===== src/core/apsc_pkg.sv =====
// Shared constants, types and decode functions of the phase search control block
package apsc_pkg;
	localparam int ADDR_W = 10;
	// Register indices; byte address is four times the index
	localparam logic [7:0] IDX_CMD = 8'h50;
	localparam logic [7:0] IDX_STATUS = 8'h51;
	localparam logic [7:0] IDX_VMASK = 8'h52;
	localparam logic [7:0] IDX_HAFT = 8'h53;
	localparam logic [7:0] IDX_HBEF = 8'h54;
	localparam logic [7:0] IDX_OPT = 8'h55;
	localparam logic [7:0] IDX_THR = 8'h56;
	localparam logic [7:0] IDX_RES3 = 8'h57;
	localparam logic [7:0] IDX_RES2 = 8'h58;
	localparam logic [7:0] IDX_RES1 = 8'h59;
	localparam logic [7:0] IDX_RES0 = 8'h5A;
	localparam logic [7:0] IDX_IRQ_STS = 8'h5C;
	localparam logic [7:0] IDX_IRQ_MSK = 8'h5D;
	// Reset values
	localparam logic [7:0] RST_VMASK = 8'h01;
	localparam logic [7:0] RST_HMASK = 8'h01;
	localparam logic [7:0] RST_OPT = 8'h20;
	localparam logic [7:0] RST_THR = 8'h0A;
	// Field positions
	localparam int VM_BEF_LSB = 0;
	localparam int VM_AFT_LSB = 4;
	localparam int OPT_BLUE = 0;
	localparam int OPT_GREEN = 1;
	localparam int OPT_RED = 2;
	localparam int OPT_WORST = 3;
	localparam int OPT_SLOW = 4;
	localparam int OPT_VSUPD = 5;
	localparam int OPT_SRST = 6;
	localparam int STS_BUSY = 7;
	localparam int IRQ_DONE = 0;
	localparam int IRQ_WIN = 1;
	localparam int IRQ_W = 2;
	// Commands and step lengths
	localparam logic [2:0] CMD_PHASE = 3'b011;
	localparam logic [2:0] CMD_WINDOW = 3'b100;
	localparam logic [6:0] STEP_FAST = 7'd28;
	localparam logic [6:0] STEP_SLOW = 7'd64;
	localparam int THR_SHIFT = 2;

	typedef struct packed {
		logic [7:0] r;
		logic [7:0] g;
		logic [7:0] b;
	} apsc_pix_s;

	typedef struct packed {
		logic valid;
		logic hs;
		logic vs;
		apsc_pix_s pix;
	} apsc_video_s;

	typedef struct packed {
		logic [2:0] bef_code;
		logic [2:0] aft_code;
		logic [7:0] h_aft;
		logic [7:0] h_bef;
		logic [2:0] ch_off;
		logic [7:0] thr;
	} apsc_mcfg_s;

	typedef enum logic [2:0] {
		ST_IDLE = 3'b000,
		ST_ARM = 3'b001,
		ST_STEP = 3'b010,
		ST_FINAL = 3'b011,
		ST_WIN = 3'b100
	} apsc_state_e;

	function automatic logic [5:0] lines_before(input logic [2:0] code);
		case (code)
			3'h0: lines_before = 6'd0;
			3'h1: lines_before = 6'd1;
			3'h2: lines_before = 6'd2;
			3'h3: lines_before = 6'd4;
			3'h4: lines_before = 6'd6;
			3'h5: lines_before = 6'd8;
			3'h6: lines_before = 6'd10;
			default: lines_before = 6'd12;
		endcase
	endfunction

	function automatic logic [5:0] lines_after(input logic [2:0] code);
		case (code)
			3'h0: lines_after = 6'd5;
			3'h1: lines_after = 6'd18;
			3'h2: lines_after = 6'd19;
			3'h3: lines_after = 6'd20;
			3'h4: lines_after = 6'd22;
			3'h5: lines_after = 6'd25;
			3'h6: lines_after = 6'd41;
			default: lines_after = 6'd44;
		endcase
	endfunction
endpackage


===== src/core/apsc_measure.sv =====
// Masked transition counter that scores the current sampling phase
`timescale 1ns/1ps
`default_nettype none
module apsc_measure #(
	parameter int ACC_W = 32
) (
	// Clock and reset
	input wire logic clk,
	input wire logic reset,
	// Configuration and video
	input wire apsc_pkg::apsc_mcfg_s cfg,
	input wire apsc_pkg::apsc_video_s video,
	// Score
	input wire logic clear,
	output logic [ACC_W-1:0] acc
);
	logic [11:0] pix_cnt_r, line_len_r, line_cnt_r, frame_len_r;
	logic [ACC_W-1:0] acc_r;
	apsc_pkg::apsc_pix_s prev_r;
	logic prev_ok_r;
	logic [12:0] l_aft, l_bef, p_aft, p_bef;
	logic line_ok, pix_ok, win;
	logic [9:0] level;
	logic [2:0] hit;
	logic [1:0] nhit;

	function automatic logic [7:0] absdiff(input logic [7:0] a, input logic [7:0] b);
		absdiff = (a > b) ? a - b : b - a;
	endfunction

	if (ACC_W < 8 || ACC_W > 32)
		$error("apsc_measure: ACC_W must be 8..32");

	assign l_aft = {7'h00, apsc_pkg::lines_after(cfg.aft_code)};
	assign l_bef = {7'h00, apsc_pkg::lines_before(cfg.bef_code)};
	assign p_aft = {4'h0, cfg.h_aft, 1'b0};
	assign p_bef = {4'h0, cfg.h_bef, 1'b0};
	assign line_ok = ({1'b0, line_cnt_r} >= l_aft) && ({1'b0, line_cnt_r} + l_bef < {1'b0, frame_len_r});
	assign pix_ok = ({1'b0, pix_cnt_r} >= p_aft) && ({1'b0, pix_cnt_r} + p_bef < {1'b0, line_len_r});
	assign win = line_ok && pix_ok && video.valid && !video.hs;
	assign level = {cfg.thr, 2'b00};
	assign hit[0] = !cfg.ch_off[apsc_pkg::OPT_BLUE] && ({2'b00, absdiff(video.pix.b, prev_r.b)} > level);
	assign hit[1] = !cfg.ch_off[apsc_pkg::OPT_GREEN] && ({2'b00, absdiff(video.pix.g, prev_r.g)} > level);
	assign hit[2] = !cfg.ch_off[apsc_pkg::OPT_RED] && ({2'b00, absdiff(video.pix.r, prev_r.r)} > level);
	assign nhit = {1'b0, hit[0]} + {1'b0, hit[1]} + {1'b0, hit[2]};
	assign acc = acc_r;

	// Pixel and line position, previous line and frame lengths
	always_ff @(posedge clk)
	begin
		if (reset)
		begin
			pix_cnt_r <= 12'h000;
			line_len_r <= 12'h000;
			line_cnt_r <= 12'h000;
			frame_len_r <= 12'h000;
		end
		else
		begin
			if (video.hs)
			begin
				pix_cnt_r <= 12'h000;
				line_len_r <= pix_cnt_r;
			end
			else if (video.valid)
				pix_cnt_r <= pix_cnt_r + 12'h001;
			if (video.vs)
			begin
				line_cnt_r <= 12'h000;
				frame_len_r <= line_cnt_r;
			end
			else if (video.hs)
				line_cnt_r <= line_cnt_r + 12'h001;
		end
	end

	// Neighbour pixel and transition sum
	always_ff @(posedge clk)
	begin
		if (reset)
		begin
			prev_r <= '0;
			prev_ok_r <= 1'b0;
			acc_r <= '0;
		end
		else
		begin
			if (video.valid)
				prev_r <= video.pix;
			if (video.valid || video.hs)
				prev_ok_r <= win;
			if (clear)
				acc_r <= '0;
			else if (win && prev_ok_r)
				acc_r <= acc_r + ACC_W'(nhit);
		end
	end

	thr_scale_a: assert property (@(posedge clk) disable iff (reset)
		(cfg.thr == 8'h00) || (level == 10'(cfg.thr) * 10'd4))
		else $error("transition level is not four times the threshold");
	chan_off_a: assert property (@(posedge clk) disable iff (reset)
		cfg.ch_off[apsc_pkg::OPT_RED] |-> !hit[2])
		else $error("disabled red channel counted");
	pix_mask_a: assert property (@(posedge clk) disable iff (reset)
		win |-> (pix_cnt_r >= 12'(cfg.h_aft) * 12'd2))
		else $error("pixel counted inside after-sync mask");
	line_mask_a: assert property (@(posedge clk) disable iff (reset)
		win |-> (line_cnt_r >= 12'd5) && (line_cnt_r < frame_len_r))
		else $error("line counted inside vertical mask");
endmodule // apsc_measure
`default_nettype wire


===== src/core/apsc_top.sv =====
// Automatic sampling phase search: registers, command handling and search sequencer
// Function
// - Bits 2:0 pick lines masked before vsync
// - Bits 6:4 pick lines masked after vsync
// - Each horizontal mask N hides 2N pixels
// - Option bits 0..2 drop blue, green, red
// - Option bit 3 seeks worst instead of best
// - Option bit 4: 28 or 64 vsyncs per step
// - Option bit 5: phase applies now or vsync
// - Option bit 6 holds search logic in reset
// - Used threshold is register value times four
// - Reset values 0x01, 0x01, 0x01, 0x20 readable
// - Command write runs code 011 or 100
// - Status bit 7 shows search in progress
`timescale 1ns/1ps
`default_nettype none
module apsc_top #(
	parameter int PHASE_BITS = 6,
	parameter int ACC_W = 32
) (
	// Clock and reset
	input wire logic clk,
	input wire logic reset,
	// Avalon-MM slave
	input wire logic [apsc_pkg::ADDR_W-1:0] address,
	input wire logic read,
	input wire logic write,
	input wire logic [31:0] writedata,
	input wire logic [3:0] byteenable,
	output logic [31:0] readdata,
	output logic waitrequest,
	// Digitised video
	input wire apsc_pkg::apsc_video_s video,
	// Results
	output logic [PHASE_BITS-1:0] sample_phase,
	output logic window_load,
	output logic irq
);
	localparam logic [PHASE_BITS-1:0] PH_LAST = '1;
	localparam int IRQ_W_L = apsc_pkg::IRQ_W;

	logic ack_r;
	logic [31:0] rdata_r;
	logic [7:0] vmask_r, haft_r, hbef_r, opt_r, thr_r;
	logic [IRQ_W_L-1:0] sts_r, msk_r;
	apsc_pkg::apsc_state_e state_r;
	logic [PHASE_BITS-1:0] idx_r, best_ph_r, pend_r, sample_r;
	logic [6:0] vs_cnt_r;
	logic [ACC_W-1:0] best_r, acc;
	logic [31:0] result_r;
	logic first_r;
	logic [7:0] idx;
	logic wr_go, wr_lo, srst, busy, cmd_wr, step_end, better, upd;
	logic ev_done, ev_win;
	logic [6:0] steps;
	apsc_pkg::apsc_mcfg_s mcfg;

	if (PHASE_BITS < 1 || PHASE_BITS > 8)
		$error("apsc_top: PHASE_BITS must be 1..8");
	if (ACC_W < 8 || ACC_W > 32)
		$error("apsc_top: ACC_W must be 8..32");

	// Bus handshake: one wait state, then the access completes
	assign idx = address[apsc_pkg::ADDR_W-1:2];
	assign waitrequest = (read || write) && !ack_r;
	assign wr_go = write && ack_r;
	assign wr_lo = wr_go && byteenable[0];
	assign readdata = rdata_r;
	assign srst = reset || opt_r[apsc_pkg::OPT_SRST];
	assign busy = (state_r != apsc_pkg::ST_IDLE);
	assign cmd_wr = wr_lo && (idx == apsc_pkg::IDX_CMD);
	assign steps = opt_r[apsc_pkg::OPT_SLOW] ? apsc_pkg::STEP_SLOW : apsc_pkg::STEP_FAST;
	assign step_end = (state_r == apsc_pkg::ST_STEP) && video.vs && (vs_cnt_r + 7'd1 == steps);
	assign better = opt_r[apsc_pkg::OPT_WORST] ? (acc < best_r) : (acc > best_r);
	assign upd = step_end && (first_r || better);
	assign ev_done = (state_r == apsc_pkg::ST_FINAL);
	assign ev_win = (state_r == apsc_pkg::ST_WIN);
	assign window_load = ev_win;
	assign sample_phase = sample_r;
	assign irq = |(sts_r & msk_r);

	assign mcfg.bef_code = vmask_r[apsc_pkg::VM_BEF_LSB +: 3];
	assign mcfg.aft_code = vmask_r[apsc_pkg::VM_AFT_LSB +: 3];
	assign mcfg.h_aft = haft_r;
	assign mcfg.h_bef = hbef_r;
	assign mcfg.ch_off = opt_r[apsc_pkg::OPT_RED:apsc_pkg::OPT_BLUE];
	assign mcfg.thr = thr_r;

	apsc_measure #(
		.ACC_W(ACC_W)
	) u_measure (
		.clk(clk),
		.reset(srst),
		.cfg(mcfg),
		.video(video),
		.clear((state_r == apsc_pkg::ST_ARM && video.vs) || step_end),
		.acc(acc)
	);

	// Bus acknowledge and registered read data
	always_ff @(posedge clk)
	begin
		if (reset)
		begin
			ack_r <= 1'b0;
			rdata_r <= 32'h0000_0000;
		end
		else
		begin
			ack_r <= (read || write) && !ack_r;
			if (read && !ack_r)
			begin
				case (idx)
					apsc_pkg::IDX_STATUS: rdata_r <= {24'h00_0000, busy, 7'h00};
					apsc_pkg::IDX_VMASK: rdata_r <= {24'h00_0000, vmask_r};
					apsc_pkg::IDX_HAFT: rdata_r <= {24'h00_0000, haft_r};
					apsc_pkg::IDX_HBEF: rdata_r <= {24'h00_0000, hbef_r};
					apsc_pkg::IDX_OPT: rdata_r <= {24'h00_0000, opt_r};
					apsc_pkg::IDX_THR: rdata_r <= {24'h00_0000, thr_r};
					apsc_pkg::IDX_RES3: rdata_r <= {24'h00_0000, result_r[31:24]};
					apsc_pkg::IDX_RES2: rdata_r <= {24'h00_0000, result_r[23:16]};
					apsc_pkg::IDX_RES1: rdata_r <= {24'h00_0000, result_r[15:8]};
					apsc_pkg::IDX_RES0: rdata_r <= {24'h00_0000, result_r[7:0]};
					apsc_pkg::IDX_IRQ_STS: rdata_r <= {30'h0000_0000, sts_r};
					apsc_pkg::IDX_IRQ_MSK: rdata_r <= {30'h0000_0000, msk_r};
					default: rdata_r <= 32'h0000_0000;
				endcase
			end
		end
	end

	// Configuration registers
	always_ff @(posedge clk)
	begin
		if (reset)
		begin
			vmask_r <= apsc_pkg::RST_VMASK;
			haft_r <= apsc_pkg::RST_HMASK;
			hbef_r <= apsc_pkg::RST_HMASK;
			opt_r <= apsc_pkg::RST_OPT;
			thr_r <= apsc_pkg::RST_THR;
			msk_r <= '0;
		end
		else if (wr_lo)
		begin
			case (idx)
				apsc_pkg::IDX_VMASK: vmask_r <= {1'b0, writedata[6:4], 1'b0, writedata[2:0]};
				apsc_pkg::IDX_HAFT: haft_r <= writedata[7:0];
				apsc_pkg::IDX_HBEF: hbef_r <= writedata[7:0];
				apsc_pkg::IDX_OPT: opt_r <= {1'b0, writedata[6:0]};
				apsc_pkg::IDX_THR: thr_r <= writedata[7:0];
				apsc_pkg::IDX_IRQ_MSK: msk_r <= writedata[IRQ_W_L-1:0];
				default: ;
			endcase
		end
	end

	// Sticky event flags, write one to clear, a new event wins
	always_ff @(posedge clk)
	begin
		if (reset)
			sts_r <= '0;
		else
		begin
			for (int i = 0; i < IRQ_W_L; i++)
			begin
				if ((i == apsc_pkg::IRQ_DONE && ev_done) || (i == apsc_pkg::IRQ_WIN && ev_win))
					sts_r[i] <= 1'b1;
				else if (wr_lo && idx == apsc_pkg::IDX_IRQ_STS && writedata[i])
					sts_r[i] <= 1'b0;
			end
		end
	end

	// Search sequencer
	always_ff @(posedge clk)
	begin
		if (srst)
		begin
			state_r <= apsc_pkg::ST_IDLE;
			idx_r <= '0;
			vs_cnt_r <= 7'd0;
			first_r <= 1'b0;
		end
		else
		begin
			case (state_r)
				apsc_pkg::ST_IDLE:
				begin
					if (cmd_wr && writedata[2:0] == apsc_pkg::CMD_PHASE)
					begin
						state_r <= apsc_pkg::ST_ARM;
						idx_r <= '0;
						first_r <= 1'b1;
					end
					else if (cmd_wr && writedata[2:0] == apsc_pkg::CMD_WINDOW)
						state_r <= apsc_pkg::ST_WIN;
				end
				apsc_pkg::ST_ARM:
				begin
					if (video.vs)
					begin
						state_r <= apsc_pkg::ST_STEP;
						vs_cnt_r <= 7'd0;
					end
				end
				apsc_pkg::ST_STEP:
				begin
					if (step_end)
					begin
						vs_cnt_r <= 7'd0;
						first_r <= 1'b0;
						if (idx_r == PH_LAST)
							state_r <= apsc_pkg::ST_FINAL;
						else
							idx_r <= idx_r + 1'b1;
					end
					else if (video.vs)
						vs_cnt_r <= vs_cnt_r + 7'd1;
				end
				apsc_pkg::ST_FINAL: state_r <= apsc_pkg::ST_IDLE;
				apsc_pkg::ST_WIN: state_r <= apsc_pkg::ST_IDLE;
				default: state_r <= apsc_pkg::ST_IDLE;
			endcase
		end
	end

	// Best or worst score so far and the published result
	always_ff @(posedge clk)
	begin
		if (srst)
		begin
			best_r <= '0;
			best_ph_r <= '0;
			result_r <= 32'h0000_0000;
		end
		else
		begin
			if (upd)
			begin
				best_r <= acc;
				best_ph_r <= idx_r;
			end
			if (ev_done)
				result_r <= {8'(best_ph_r), 24'(best_r)};
		end
	end

	// Phase requested by the sequencer, then applied now or at vsync
	always_ff @(posedge clk)
	begin
		if (srst)
			pend_r <= '0;
		else if (state_r == apsc_pkg::ST_IDLE && cmd_wr && writedata[2:0] == apsc_pkg::CMD_PHASE)
			pend_r <= '0;
		else if (step_end && idx_r != PH_LAST)
			pend_r <= idx_r + 1'b1;
		else if (ev_done)
			pend_r <= best_ph_r;
	end

	always_ff @(posedge clk)
	begin
		if (srst)
			sample_r <= '0;
		else if (!opt_r[apsc_pkg::OPT_VSUPD] || video.vs)
			sample_r <= pend_r;
	end

	reset_vals_a: assert property (@(posedge clk)
		reset |=> vmask_r == 8'h01 && haft_r == 8'h01 && hbef_r == 8'h01 && opt_r == 8'h20)
		else $error("register reset value wrong");
	cmd_start_a: assert property (@(posedge clk) disable iff (srst)
		(!busy && cmd_wr && writedata[2:0] == 3'b011) |=> busy ##1 busy)
		else $error("phase command did not start search");
	win_cmd_a: assert property (@(posedge clk) disable iff (srst)
		(!busy && cmd_wr && writedata[2:0] == 3'b100) |=> window_load ##1 !window_load && !busy)
		else $error("window command strobe wrong");
	bad_cmd_a: assert property (@(posedge clk) disable iff (srst)
		(!busy && cmd_wr && writedata[2:0] != 3'b011 && writedata[2:0] != 3'b100) |=> !busy)
		else $error("reserved command started work");
	soft_hold_a: assert property (@(posedge clk) disable iff (reset)
		opt_r[6] |=> state_r == apsc_pkg::ST_IDLE && sample_r == '0)
		else $error("soft reset did not hold search");
	step_len_a: assert property (@(posedge clk) disable iff (srst)
		step_end |-> vs_cnt_r == (opt_r[4] ? 7'd63 : 7'd27))
		else $error("step length wrong");
	phase_now_a: assert property (@(posedge clk) disable iff (srst)
		!opt_r[5] |=> sample_r == $past(pend_r))
		else $error("immediate phase not applied");
	phase_vs_a: assert property (@(posedge clk) disable iff (srst)
		opt_r[5] && !video.vs |=> sample_r == $past(sample_r))
		else $error("phase changed outside vsync");
	search_dir_a: assert property (@(posedge clk) disable iff (srst)
		upd && !first_r |-> (opt_r[3] ? acc < best_r : acc > best_r))
		else $error("search kept the wrong phase");
	busy_read_a: assert property (@(posedge clk) disable iff (srst)
		read && !ack_r && idx == 8'h51 |=> readdata[7] == $past(busy))
		else $error("busy status misreported");
	irq_sticky_a: assert property (@(posedge clk) disable iff (reset)
		sts_r[0] && !(wr_lo && idx == 8'h5C && writedata[0]) |=> sts_r[0])
		else $error("event flag lost");
endmodule // apsc_top
`default_nettype wire


===== config.mk =====
export PLATFORM = sky130hd
export DESIGN_NAME = apsc_top
export DESIGN_NICKNAME = d
export VERILOG_FILES = /design/src/core/apsc_pkg.sv /design/src/core/apsc_measure.sv /design/src/core/apsc_top.sv
export SDC_FILE = /design/constraint.sdc
export NUM_CORES = 1
export LEC_CHECK = 0
export ABC_AREA = 1
export BUFFER_PORTS_ARGS = -buffer_cell sky130_fd_sc_hd__buf_4
export CAP_MARGIN = 40
export CORE_MARGIN = 8
export CORE_UTILIZATION = 35
export DETAILED_ROUTE_END_ITERATION = 10
export SLEW_MARGIN = 20
export SYNTH_ARGS = -nofsm -noshare
export SYNTH_HDL_FRONTEND = slang
export SYNTH_HIERARCHICAL = 1
export SYNTH_SLANG_ARGS = --single-unit

===== constraint.sdc =====
create_clock -name clk -period 14.4 [get_ports clk]
set_input_delay 0.72 -clock clk [delete_from_list [all_inputs] [get_ports clk]]
set_output_delay 0.72 -clock clk [all_outputs]
set_load 0.02 [all_outputs]

==> metrics list, run 1 <==
- Run status: finished, final reports clean
- The share of the Yosys chip area taken by registers is 30.9%.
* Average footprint of a synthesized cell: 6.77 um^2
* Most frequently used cell type in the post-synthesis netlist: sky130_fd_sc_hd__nand2_1
* Endpoint type of the worst setup path: register
* Power Dens Cells: 94.8 nW/um^2
- Post-route insts no fill: 3070
* Hold-fix buffers at CTS: 0
- During placement, the flow inserted port buffers numbering 64.
* Gr usage total: 16.1%
* Fraction of post-synthesis cell area in the top cell type by area: 30.9%
- Leakage component of the power: 8.20 nW
* Gate Count Post-Synth: 2413
- Cell occurring most often along the worst timing path: sky130_fd_sc_hd__nand2_1
* R2r startpoint: u_measure/prev_r[16]
- Yosys mapped the design onto 55 distinct sky130hd cell types.
- Clock insertion delay at the later pin of the skew report: 0.57 ns
* Worst slack on hold paths: 0.411 ns
* Row count: 79
- Crit path time final: 5.74 ns
- Detailed-router iteration count before antenna repair: 5
- Data arrives at the worst endpoint at 6.24 ns.
* Placed wire-length estimate: 33300 um
- Routed wire length on met3: 2170 um
- Post-detailed-routing wire length: 44700 um
- Counting along the longest clock path gives a buffer depth of 3.
- Hold Crit Depth: 3
- Fraction of final layout cells with drive strength greater than 1: 6.09%
- The worst hold path terminates at thr_r[3].
- In this run, post-CTS repair resized a total of 0 instances.
- Number of global-route vias before repair: 14586
- Kind of path behind the tightest hold check: input port to register
* Root Driver: sky130_fd_sc_hd__clkbuf_16
* Uppermost layer routed: met4
* Dpl ws: 8.15 ns
- For this block, wires on met1 add up to 20100 um.
* Worst Max-Slew Pin Slew: 0.776 ns
* Die outline area: 53800 um^2
- Overall power consumption: 1.73 mW
- H-tree Lvls: 1
- Fmax achieved: 0.174 GHz
- Residual antenna-violating net count after detailed routing: 0
- Rel. slew slack: 48.1%
- Worst Path Buf+Inv: 4
- In the synthesized netlist the async set-or-reset flop fraction comes to 0%.
- The number of antenna violations at the first check in global routing was 0.
* Post-detailed-route DRC marker count: 0
* Accumulated negative setup slack: 0 ns
* Startpoint of the tightest hold check path: writedata[3]
- In the finished design, the share of the clock period the worst path needs comes to 39.9%.
- Starting Density: 35.2%
- WL met2: 21300 um
* Kind of critical path: register to register
- In the routed layout, each cell is associated on average with a via count of 4.99.
- Yosys top cell by area: sky130_fd_sc_hd__dfxtp_1
- The endpoint identified for the worst register-to-register timing path is u_measure/acc[26].
- Grouping stages by cell kind, the critical path spends the most delay in simple AND/OR/NAND/NOR gates.
- Yosys Warn Count: 6
* Global-route wire length before repair: 72800 um
- Final Net Count: 2682
- Compared with the post-synthesis result, the final layout area differs by 11.8%.
- Biggest area contributors in the synthesized netlist: sky130_fd_sc_hd__dfxtp_1 31%, sky130_fd_sc_hd__ha_1 11%, sky130_fd_sc_hd__nand2_1 9.9%
- For this run the aggregate overflow at the end of global routing stands at 0.
- The number of setup buffers added after CTS is 0.
- Slowest cell on the critical path: sky130_fd_sc_hd__fa_1
- IR analysis of the VDD net gives a maximum drop of 0.100 mV.
* Top post-synthesis cells by count: 432 x sky130_fd_sc_hd__nand2_1, 403 x sky130_fd_sc_hd__inv_1, 269 x sky130_fd_sc_hd__a21oi_1, 252 x sky130_fd_sc_hd__dfxtp_1, 225 x sky130_fd_sc_hd__nor2_1
- The final hold violation count was 0.
- Worst reg2reg setup slack: 8.66 ns
- Ant. Diodes: 0
- CTS buffer count: 30
- TritonCTS Sinks: 252
- Among all flip-flop cells after synthesis, the most frequent one is sky130_fd_sc_hd__dfxtp_1.
* Setup violation total in the final timing report: 0
* Number of violations of the max-capacitance limit: 0
* Reg2Reg Depth: 30
- Counting buffers and inverters, the worst setup path is 30 cells deep.
- The synthesized netlist occupies a cell area of 16300 um^2.
- Along the worst path, the maximum fanout reaches 11.
* Die X: 232 um
* Routed via count: 15319
* Number of enable-type register cells in the synthesized netlist: 0
- Element type at the critical path start: register
* Post-route worst setup slack: 8.66 ns
- Entering global routing, the biggest net connects 74 pins.
* RSZ-0062 raised after global routing: false
* Average wire per cell in the routed design: 14.5 um
* Slew Limit Fails: 0
- Iteration-0 DRC count of the detailed router: 896
- TritonCTS built the clock tree.
- Final weighted congestion in routability-driven placement: 0.904
- FF+latch count, synth: 252
* Number of I/O pins: 118
- Worst Path Required: 14.91 ns
- Once placement completed, the tool counted placed cells totaling 3019.
* Die Y: 232 um
- In this design, the stage delay of the slowest critical-path cell is 0.41 ns.
- In this run the standard cell core region covers 46400 um^2.
* Clock tree skew after final layout: 0.00786 ns
* Post-CTS clock slew at the launch and capture registers of the worst setup and hold paths: 0.06 ns
==> flip-flops by register name (all words and copies together), names as in the netlist, 7 cells and up <==
register               count
u_measure/prev_r          24
u_measure/line_len_r      12
u_measure/acc             32
thr_r                      8
u_measure/frame_len_r     12
result_r                  30
haft_r                     8
u_measure/pix_cnt_r       12
u_measure/line_cnt_r      12
readdata                   8
best_r                    32
hbef_r                     8
opt_r                      7
vs_cnt_r                   7
==> worst max path at each step <==
stage | from | end | slack (ns)
2_1_floorplan | video[16] | u_measure/acc[30] | 9.19
3_3_place_gp | video[16] | u_measure/acc[30] | 8.07
3_5_place_dp | video[16] | u_measure/acc[26] | 8.15
4_1_cts | u_measure/prev_r[16] | u_measure/acc[30] | 8.69
5_1_grt | u_measure/prev_r[16] | u_measure/acc[26] | 8.00
6_report | u_measure/prev_r[16] | u_measure/acc[26] | 8.66
==> placed cells by master, fill, tap and decap left out, types with 3 or more instances in the layout <==
master                        n
sky130_fd_sc_hd__nand2_1    432
sky130_fd_sc_hd__inv_1      402
sky130_fd_sc_hd__a21oi_1    269
sky130_fd_sc_hd__dfxtp_1    252
sky130_fd_sc_hd__nor2_1     223
sky130_fd_sc_hd__o21ai_0    171
sky130_fd_sc_hd__nand3_1    163
sky130_fd_sc_hd__ha_1       150
sky130_fd_sc_hd__buf_4       72
sky130_fd_sc_hd__nand4_1     50
sky130_fd_sc_hd__xor2_1      40
sky130_fd_sc_hd__nor3_1      36
sky130_fd_sc_hd__clkbuf_16   31
sky130_fd_sc_hd__conb_1      24
sky130_fd_sc_hd__o22ai_1     14
sky130_fd_sc_hd__fa_1        10
sky130_fd_sc_hd__nor4_1       9
sky130_fd_sc_hd__xnor2_1      9
sky130_fd_sc_hd__inv_2        7
sky130_fd_sc_hd__o21ai_1      7
sky130_fd_sc_hd__clkbuf_1     6
sky130_fd_sc_hd__clkbuf_8     6
sky130_fd_sc_hd__nor2_2       5
sky130_fd_sc_hd__a211oi_1     5
sky130_fd_sc_hd__nand2_2      4
sky130_fd_sc_hd__a21o_1       4
sky130_fd_sc_hd__nand3b_1     4
sky130_fd_sc_hd__a31oi_1      4
sky130_fd_sc_hd__o21bai_1     4
sky130_fd_sc_hd__nor2_4       3
sky130_fd_sc_hd__and3_1       3
sky130_fd_sc_hd__bufinv_16    3
sky130_fd_sc_hd__clkinv_2     3
==> final cells by class <==
cell class              instances  area, um^2
flip-flops and latches        252        5040
well taps                     607         759
multi-input cells            1674        9310
fillers                      4920       28100
clock buffers                  43         881
clock inverters                 7         114
inverters                     411        1540
repair buffers                 76         623
==> through the flow <==
stage	util (%)	area [um^2]
floorplan	-	16400
global placement	37.1	17200
detailed placement	37.3	17300
CTS	39.4	18300
global route	39.4	18300
finish	39.4	18300
==> power by group <==
part	leakage (nW)	internal, mW	switching, mW
clock network	0.491	0.473	0.303
logic	5.67	0.0904	0.153
registers	2.04	0.707	0.00612
total	8.20	1.27	0.462
==> cells by family (layout without fill, tap and decap cells) <==
group / Yosys count / after routing / synth area share (%)
DFF: 252 / 252 / 30.9
and+or+nand+nor: 943 / 943 / 24.9
AOI/OAI and AO/OA: 496 / 496 / 15.9
buffers and inverters: 510 / 537 / 12.8
xor gates and xnor gates: 50 / 50 / 2.73
adders and majority gates: 160 / 160 / 12.7
muxes: 1 / 1 / 0.0613
other: 1 / 24 / 0.0230
==> layer usage <==
metal  vias up  global-route usage [%]
met5         -                       0
li1       7852                       -
met2       318                    28.3
met1      7085                    20.3
met3        64                    2.38
met4         0                    4.54
==> worst min-delay path: stages <==
cell	delay, ns
sky130_fd_sc_hd__buf_4	0.11
sky130_fd_sc_hd__nand2_1	0.05
sky130_fd_sc_hd__nand3_1	0.07
Note: power is estimated with default switching activity, not from simulation.
==> run 2, diff against run 1 <==
--- a/config.mk
+++ b/config.mk
@@ -5,7 +5,7 @@
 export SDC_FILE = /design/constraint.sdc
 export NUM_CORES = 1
 export LEC_CHECK = 0
-export ABC_AREA = 1
+export ABC_AREA = 0
 export BUFFER_PORTS_ARGS = -buffer_cell sky130_fd_sc_hd__buf_4
 export CAP_MARGIN = 40
 export CORE_MARGIN = 8
==> constraint.sdc (replaced) <==
create_clock -name clk -period 5.7 [get_ports clk]
set_input_delay 0.285 -clock clk [delete_from_list [all_inputs] [get_ports clk]]
set_output_delay 0.285 -clock clk [all_outputs]
set_load 0.02 [all_outputs]
==> metrics list, run 2 <==
- Run status: finished, final reports clean (unchanged).
- RSZ-0062 raised after global routing: true (was false).
- Cell occurring most often along the worst timing path: sky130_fd_sc_hd__buf_4 (was sky130_fd_sc_hd__nand2_1)
- The terminus of the critical flop-to-flop path is u_measure/acc[18] (was u_measure/acc[26]).
- Post-route worst setup slack: 0.246 ns (was 8.66 ns)
* Detailed-router iteration count before antenna repair: 5 (unchanged)
- First element of the critical path: video[22] (was u_measure/prev_r[16])
- The total number of nets in the final design was 2412 (was 2682).
- Post-detailed-routing wire length: 47600 um (was 44700 um)
- Number of violations of the max-capacitance limit: 0 (unchanged)
- Maximum number of pins on one net before global-route repair: 85 (was 74)
- The most used standard cell by instance count after synthesis is sky130_fd_sc_hd__dfxtp_1 (was sky130_fd_sc_hd__nand2_1).
- CTS tree: built (unchanged)
- The leakage power came to 7.72 nW (was 8.20 nW).
- The number of enable-type register cells in the synthesized netlist was 0 (unchanged).
- Iteration-0 DRC count of the detailed router: 1267 (was 896)
- The critical path capture point was u_measure/acc[18] (was u_measure/acc[26]).
- H-tree Lvls: 1 (unchanged)
- Reg2Reg Depth: 29 (was 30)
- The synthesized area came to 16900 um^2 (was 16300 um^2).
- Fmax achieved: 0.183 GHz
- CTS buffer count: 30 (unchanged)
- The clock-pin slew on the worst setup and hold paths was 0.06 ns (about the same).
- Max Buffers Root-to-Sink: 3 (unchanged)
- Post-detailed-route DRC marker count: 0 (unchanged)
- The buffer type at the clock tree root is sky130_fd_sc_hd__clkbuf_16 (unchanged).
- The final hold violation count came to 0 (unchanged).
- Element type at the critical path start: input port (was register)
- The worst flop-to-flop path startpoint is u_measure/prev_r[0] (was u_measure/prev_r[16]).
- The mean number of vias per cell came to 5.57 (was 4.99).
- The floorplan row count was 80 (was 79).
- The placer's final routability congestion estimate was 0.906 (was 0.904).
- The cell count after synthesis is 2107 (was 2413).
- Ant. Diodes: 0 (unchanged)
- Data arrival at the endpoint of the critical path: 5.95 ns (was 6.24 ns)
- Relative area change from synthesis to final layout: 17.1% (was 11.8%)
- Kind of path behind the tightest hold check: input port to register (unchanged)
* Number of I/O pins: 118 (unchanged)
- Top post-synthesis cells by count: 252 x sky130_fd_sc_hd__dfxtp_1, 211 x sky130_fd_sc_hd__nand2_1, 190 x sky130_fd_sc_hd__nor2_1, 155 x sky130_fd_sc_hd__inv_1, 150 x sky130_fd_sc_hd__ha_1 (was 432 x sky130_fd_sc_hd__nand2_1, 403 x sky130_fd_sc_hd__inv_1, 269 x sky130_fd_sc_hd__a21oi_1, 252 x sky130_fd_sc_hd__dfxtp_1, 225 x sky130_fd_sc_hd__nor2_1)
- The total via count after detailed routing was 15676 (was 15319).
- The mean instance size in the synthesized netlist is 8.02 um^2 (was 6.77 um^2).
- The endpoint type of the worst setup path is a register (unchanged).
- Worst Max-Slew Pin Slew: 0.863 ns (was 0.776 ns)
* Worst slack on hold paths: 0.0305 ns (was 0.411 ns)
- Dpl ws: -0.227 ns (was 8.15 ns)
- The clock latency reported for the late side of the worst-skew pair is 0.58 ns (was 0.57 ns).
- Fraction of final layout cells with drive strength greater than 1: 12.2% (was 6.09%)
- Number of buffer cells added on primary ports: 64 (unchanged)
- Fraction of post-synthesis cell area in the top cell type by area: 29.9% (was 30.9%)
- The wire length of the first global-routing pass is 78200 um (was 72800 um).
* Starting Density: 35.4% (was 35.2%)
* FF+latch count, synth: 252 (unchanged)
- The final standard cell area without fillers was 19800 um^2 (was 18300 um^2).
- The count of final max-slew check failures is 0 (unchanged).
- The leading cell type in the layout, fill and taps excluded was sky130_fd_sc_hd__dfxtp_1 (was sky130_fd_sc_hd__nand2_1).
- The slack of the worst reg-to-reg path came to 0.27 ns (was 8.66 ns).
- The total clock sinks is 252 (unchanged).
* Max stage delay on crit path: 0.56 ns (was 0.41 ns)
- After layout, the worst path uses 95.7% of the clock period.
- The overall die area is 55600 um^2 (was 53800 um^2).
* Seq/Total Area, Yosys: 29.9% (was 30.9%)
* Die Y: 236 um (was 232 um)
- The antenna violation net count after detailed routing came to 0 (unchanged).
* Number of global-route vias before repair: 15180 (was 14586)
- Commonest register cell after synthesis: sky130_fd_sc_hd__dfxtp_1 (unchanged)
* Overflow after GRT: 0 (unchanged)
- The relative max-transition margin is 41.9% (was 48.1%).
- The class of the most critical setup path is input port to register (was register to register).
- The power per standard cell area was 270 nW/um^2 (was 94.8 nW/um^2).
- The number of failing setup endpoints in the final timing report came to 0 (unchanged).
- Biggest area contributors in the synthesized netlist: sky130_fd_sc_hd__dfxtp_1 30%, sky130_fd_sc_hd__ha_1 11%, sky130_fd_sc_hd__mux2i_1 5.8% (was sky130_fd_sc_hd__dfxtp_1 31%, sky130_fd_sc_hd__ha_1 11%, sky130_fd_sc_hd__nand2_1 9.9%)
* Share of synthesized registers carrying an async set or reset: 0% (unchanged)
- Area of the core region: 47700 um^2 (was 46400 um^2)
- The maximum net fanout on the critical path came to 8 (was 11).
- Clock tree skew after final layout: 0.0187 ns (was 0.00786 ns)
- Gr usage total: 16.4% (was 16.1%)
- Peak VDD IR: 0.570 mV (was 0.100 mV)
- Synth unique cells: 75 (was 55)
- Yosys Warn Count: 6 (unchanged)
* Post-placement cell area: 18100 um^2 (was 17300 um^2)
- Die X: 236 um (was 232 um)
* Crit path time final: 5.45 ns
- The number of antenna violations at the first check in global routing is 0 (unchanged).
- Yosys top cell by area: sky130_fd_sc_hd__dfxtp_1 (unchanged)
- The worst endpoint required time came to 6.19 ns (was 14.91 ns).
* Commonest cells after routing, fill and taps aside: 250 x sky130_fd_sc_hd__dfxtp_1, 210 x sky130_fd_sc_hd__nand2_1, 188 x sky130_fd_sc_hd__nor2_1, 154 x sky130_fd_sc_hd__inv_1, 142 x sky130_fd_sc_hd__ha_1 (was 432 x sky130_fd_sc_hd__nand2_1, 402 x sky130_fd_sc_hd__inv_1, 269 x sky130_fd_sc_hd__a21oi_1, 252 x sky130_fd_sc_hd__dfxtp_1, 223 x sky130_fd_sc_hd__nor2_1)
- Average wire per cell in the routed design: 16.9 um (was 14.5 um)
* Slowest cell on the critical path: sky130_fd_sc_hd__dlygate4sd3_1 (was sky130_fd_sc_hd__fa_1)
* Placed wire-length estimate: 33600 um (was 33300 um)
==> run 2: layout make-up <==
| type | count | area (um^2) |
|---|---|---|
| Clock buffer | 40 | 860 |
| Clock inverter | 15 | 188 |
| Fill cell | 4762 | 28000 |
| Inverter | 156 | 588 |
| Multi-Input combinational cell | 1569 | 10900 |
| Sequential cell | 252 | 5050 |
| Tap cell | 615 | 769 |
| Timing Repair Buffer | 166 | 1430 |
==> run 2: worst max-delay path: cells and delay by family <==
| family | cells | cell delay (ns) |
|---|---|---|
| xor gates and xnor gates | 1 | 0.12 |
| muxes | 1 | 0.23 |
| buffers and inverters | 9 | 1.51 |
| adders and majority gates | 5 | 1.37 |
| AOI/OAI and AO/OA | 4 | 0.57 |
| and+or+nand+nor | 11 | 1.84 |
==> run 2: timing repair <==
action                     4_1_cts  5_1_grt
setup endpoints to repair       15       26
hold endpoints to repair        30        0
buffers inserted                 1        8
gates cloned                     0        0
hold buffers                    27        0
gates resized for setup          6       47
pin swaps                        3       17
==> run 2: metrics by stage <==
| stage | std cells | util, % | total power, mW | setup TNS [ns] |
|---|---|---|---|---|
| detailed placement | 2720 | 38.0 | 3.25 | -2.07 |
| global route | 2813 | 41.4 | 5.57 | -0.676 |
| CTS | 2803 | 40.8 | 5.32 | 0 |
| finish | 2813 | 41.4 | 5.34 | 0 |
| global placement | 2714 | 37.8 | 3.99 | -0.121 |
| floorplan | 2130 | - | 2.82 | 0 |
==> run 2: report_power, final <==
| part | switching [mW] | internal, mW | total (mW) |
|---|---|---|---|
| logic | 1.02 | 0.434 | 1.45 |
| clock network | 0.810 | 1.23 | 2.04 |
| registers | 0.0427 | 1.80 | 1.84 |
| total | 1.87 | 3.47 | 5.34 |
==> run 2: worst min path at each step <==
stage | endpoint | depth (start not counted) | slack (ns) | startpoint
finish | hbef_r[4] | 3 | 0.03 | writedata[4]
global route | opt_r[3] | 3 | 0.02 | writedata[3]
CTS | hbef_r[4] | 3 | 0.007 | writedata[4]
detailed placement | result_r[6] | 2 | 0.45 | result_r[6]
global placement | ack_r | 1 | 0.44 | ack_r
floorplan | haft_r[0] | 1 | 0.40 | writedata[0]
==> run 2: logic make-up (layout without fill, tap and decap cells) <==
logic type                 after synthesis  after routing  share of synthesized area [%]
DFF                                    252            252                           29.9
adders and majority gates              160            160                           12.3
other                                    1             24                         0.0222
AOI/OAI and AO/OA                      479            479                           19.1
xor gates and xnor gates                59             59                           3.06
buffers and inverters                  309            377                           7.64
muxes                                  110            110                           7.01
and+or+nand+nor                        737            737                           21.0
==> run 2: per-layer routing <==
metal	routed length, um	part of all wire (%)	track usage (%)
met1	21700	46	21.5
met3	2330	4.9	1.97
met4	1180	2.5	4.86
met2	22400	47	28.0
met5	0	0	0
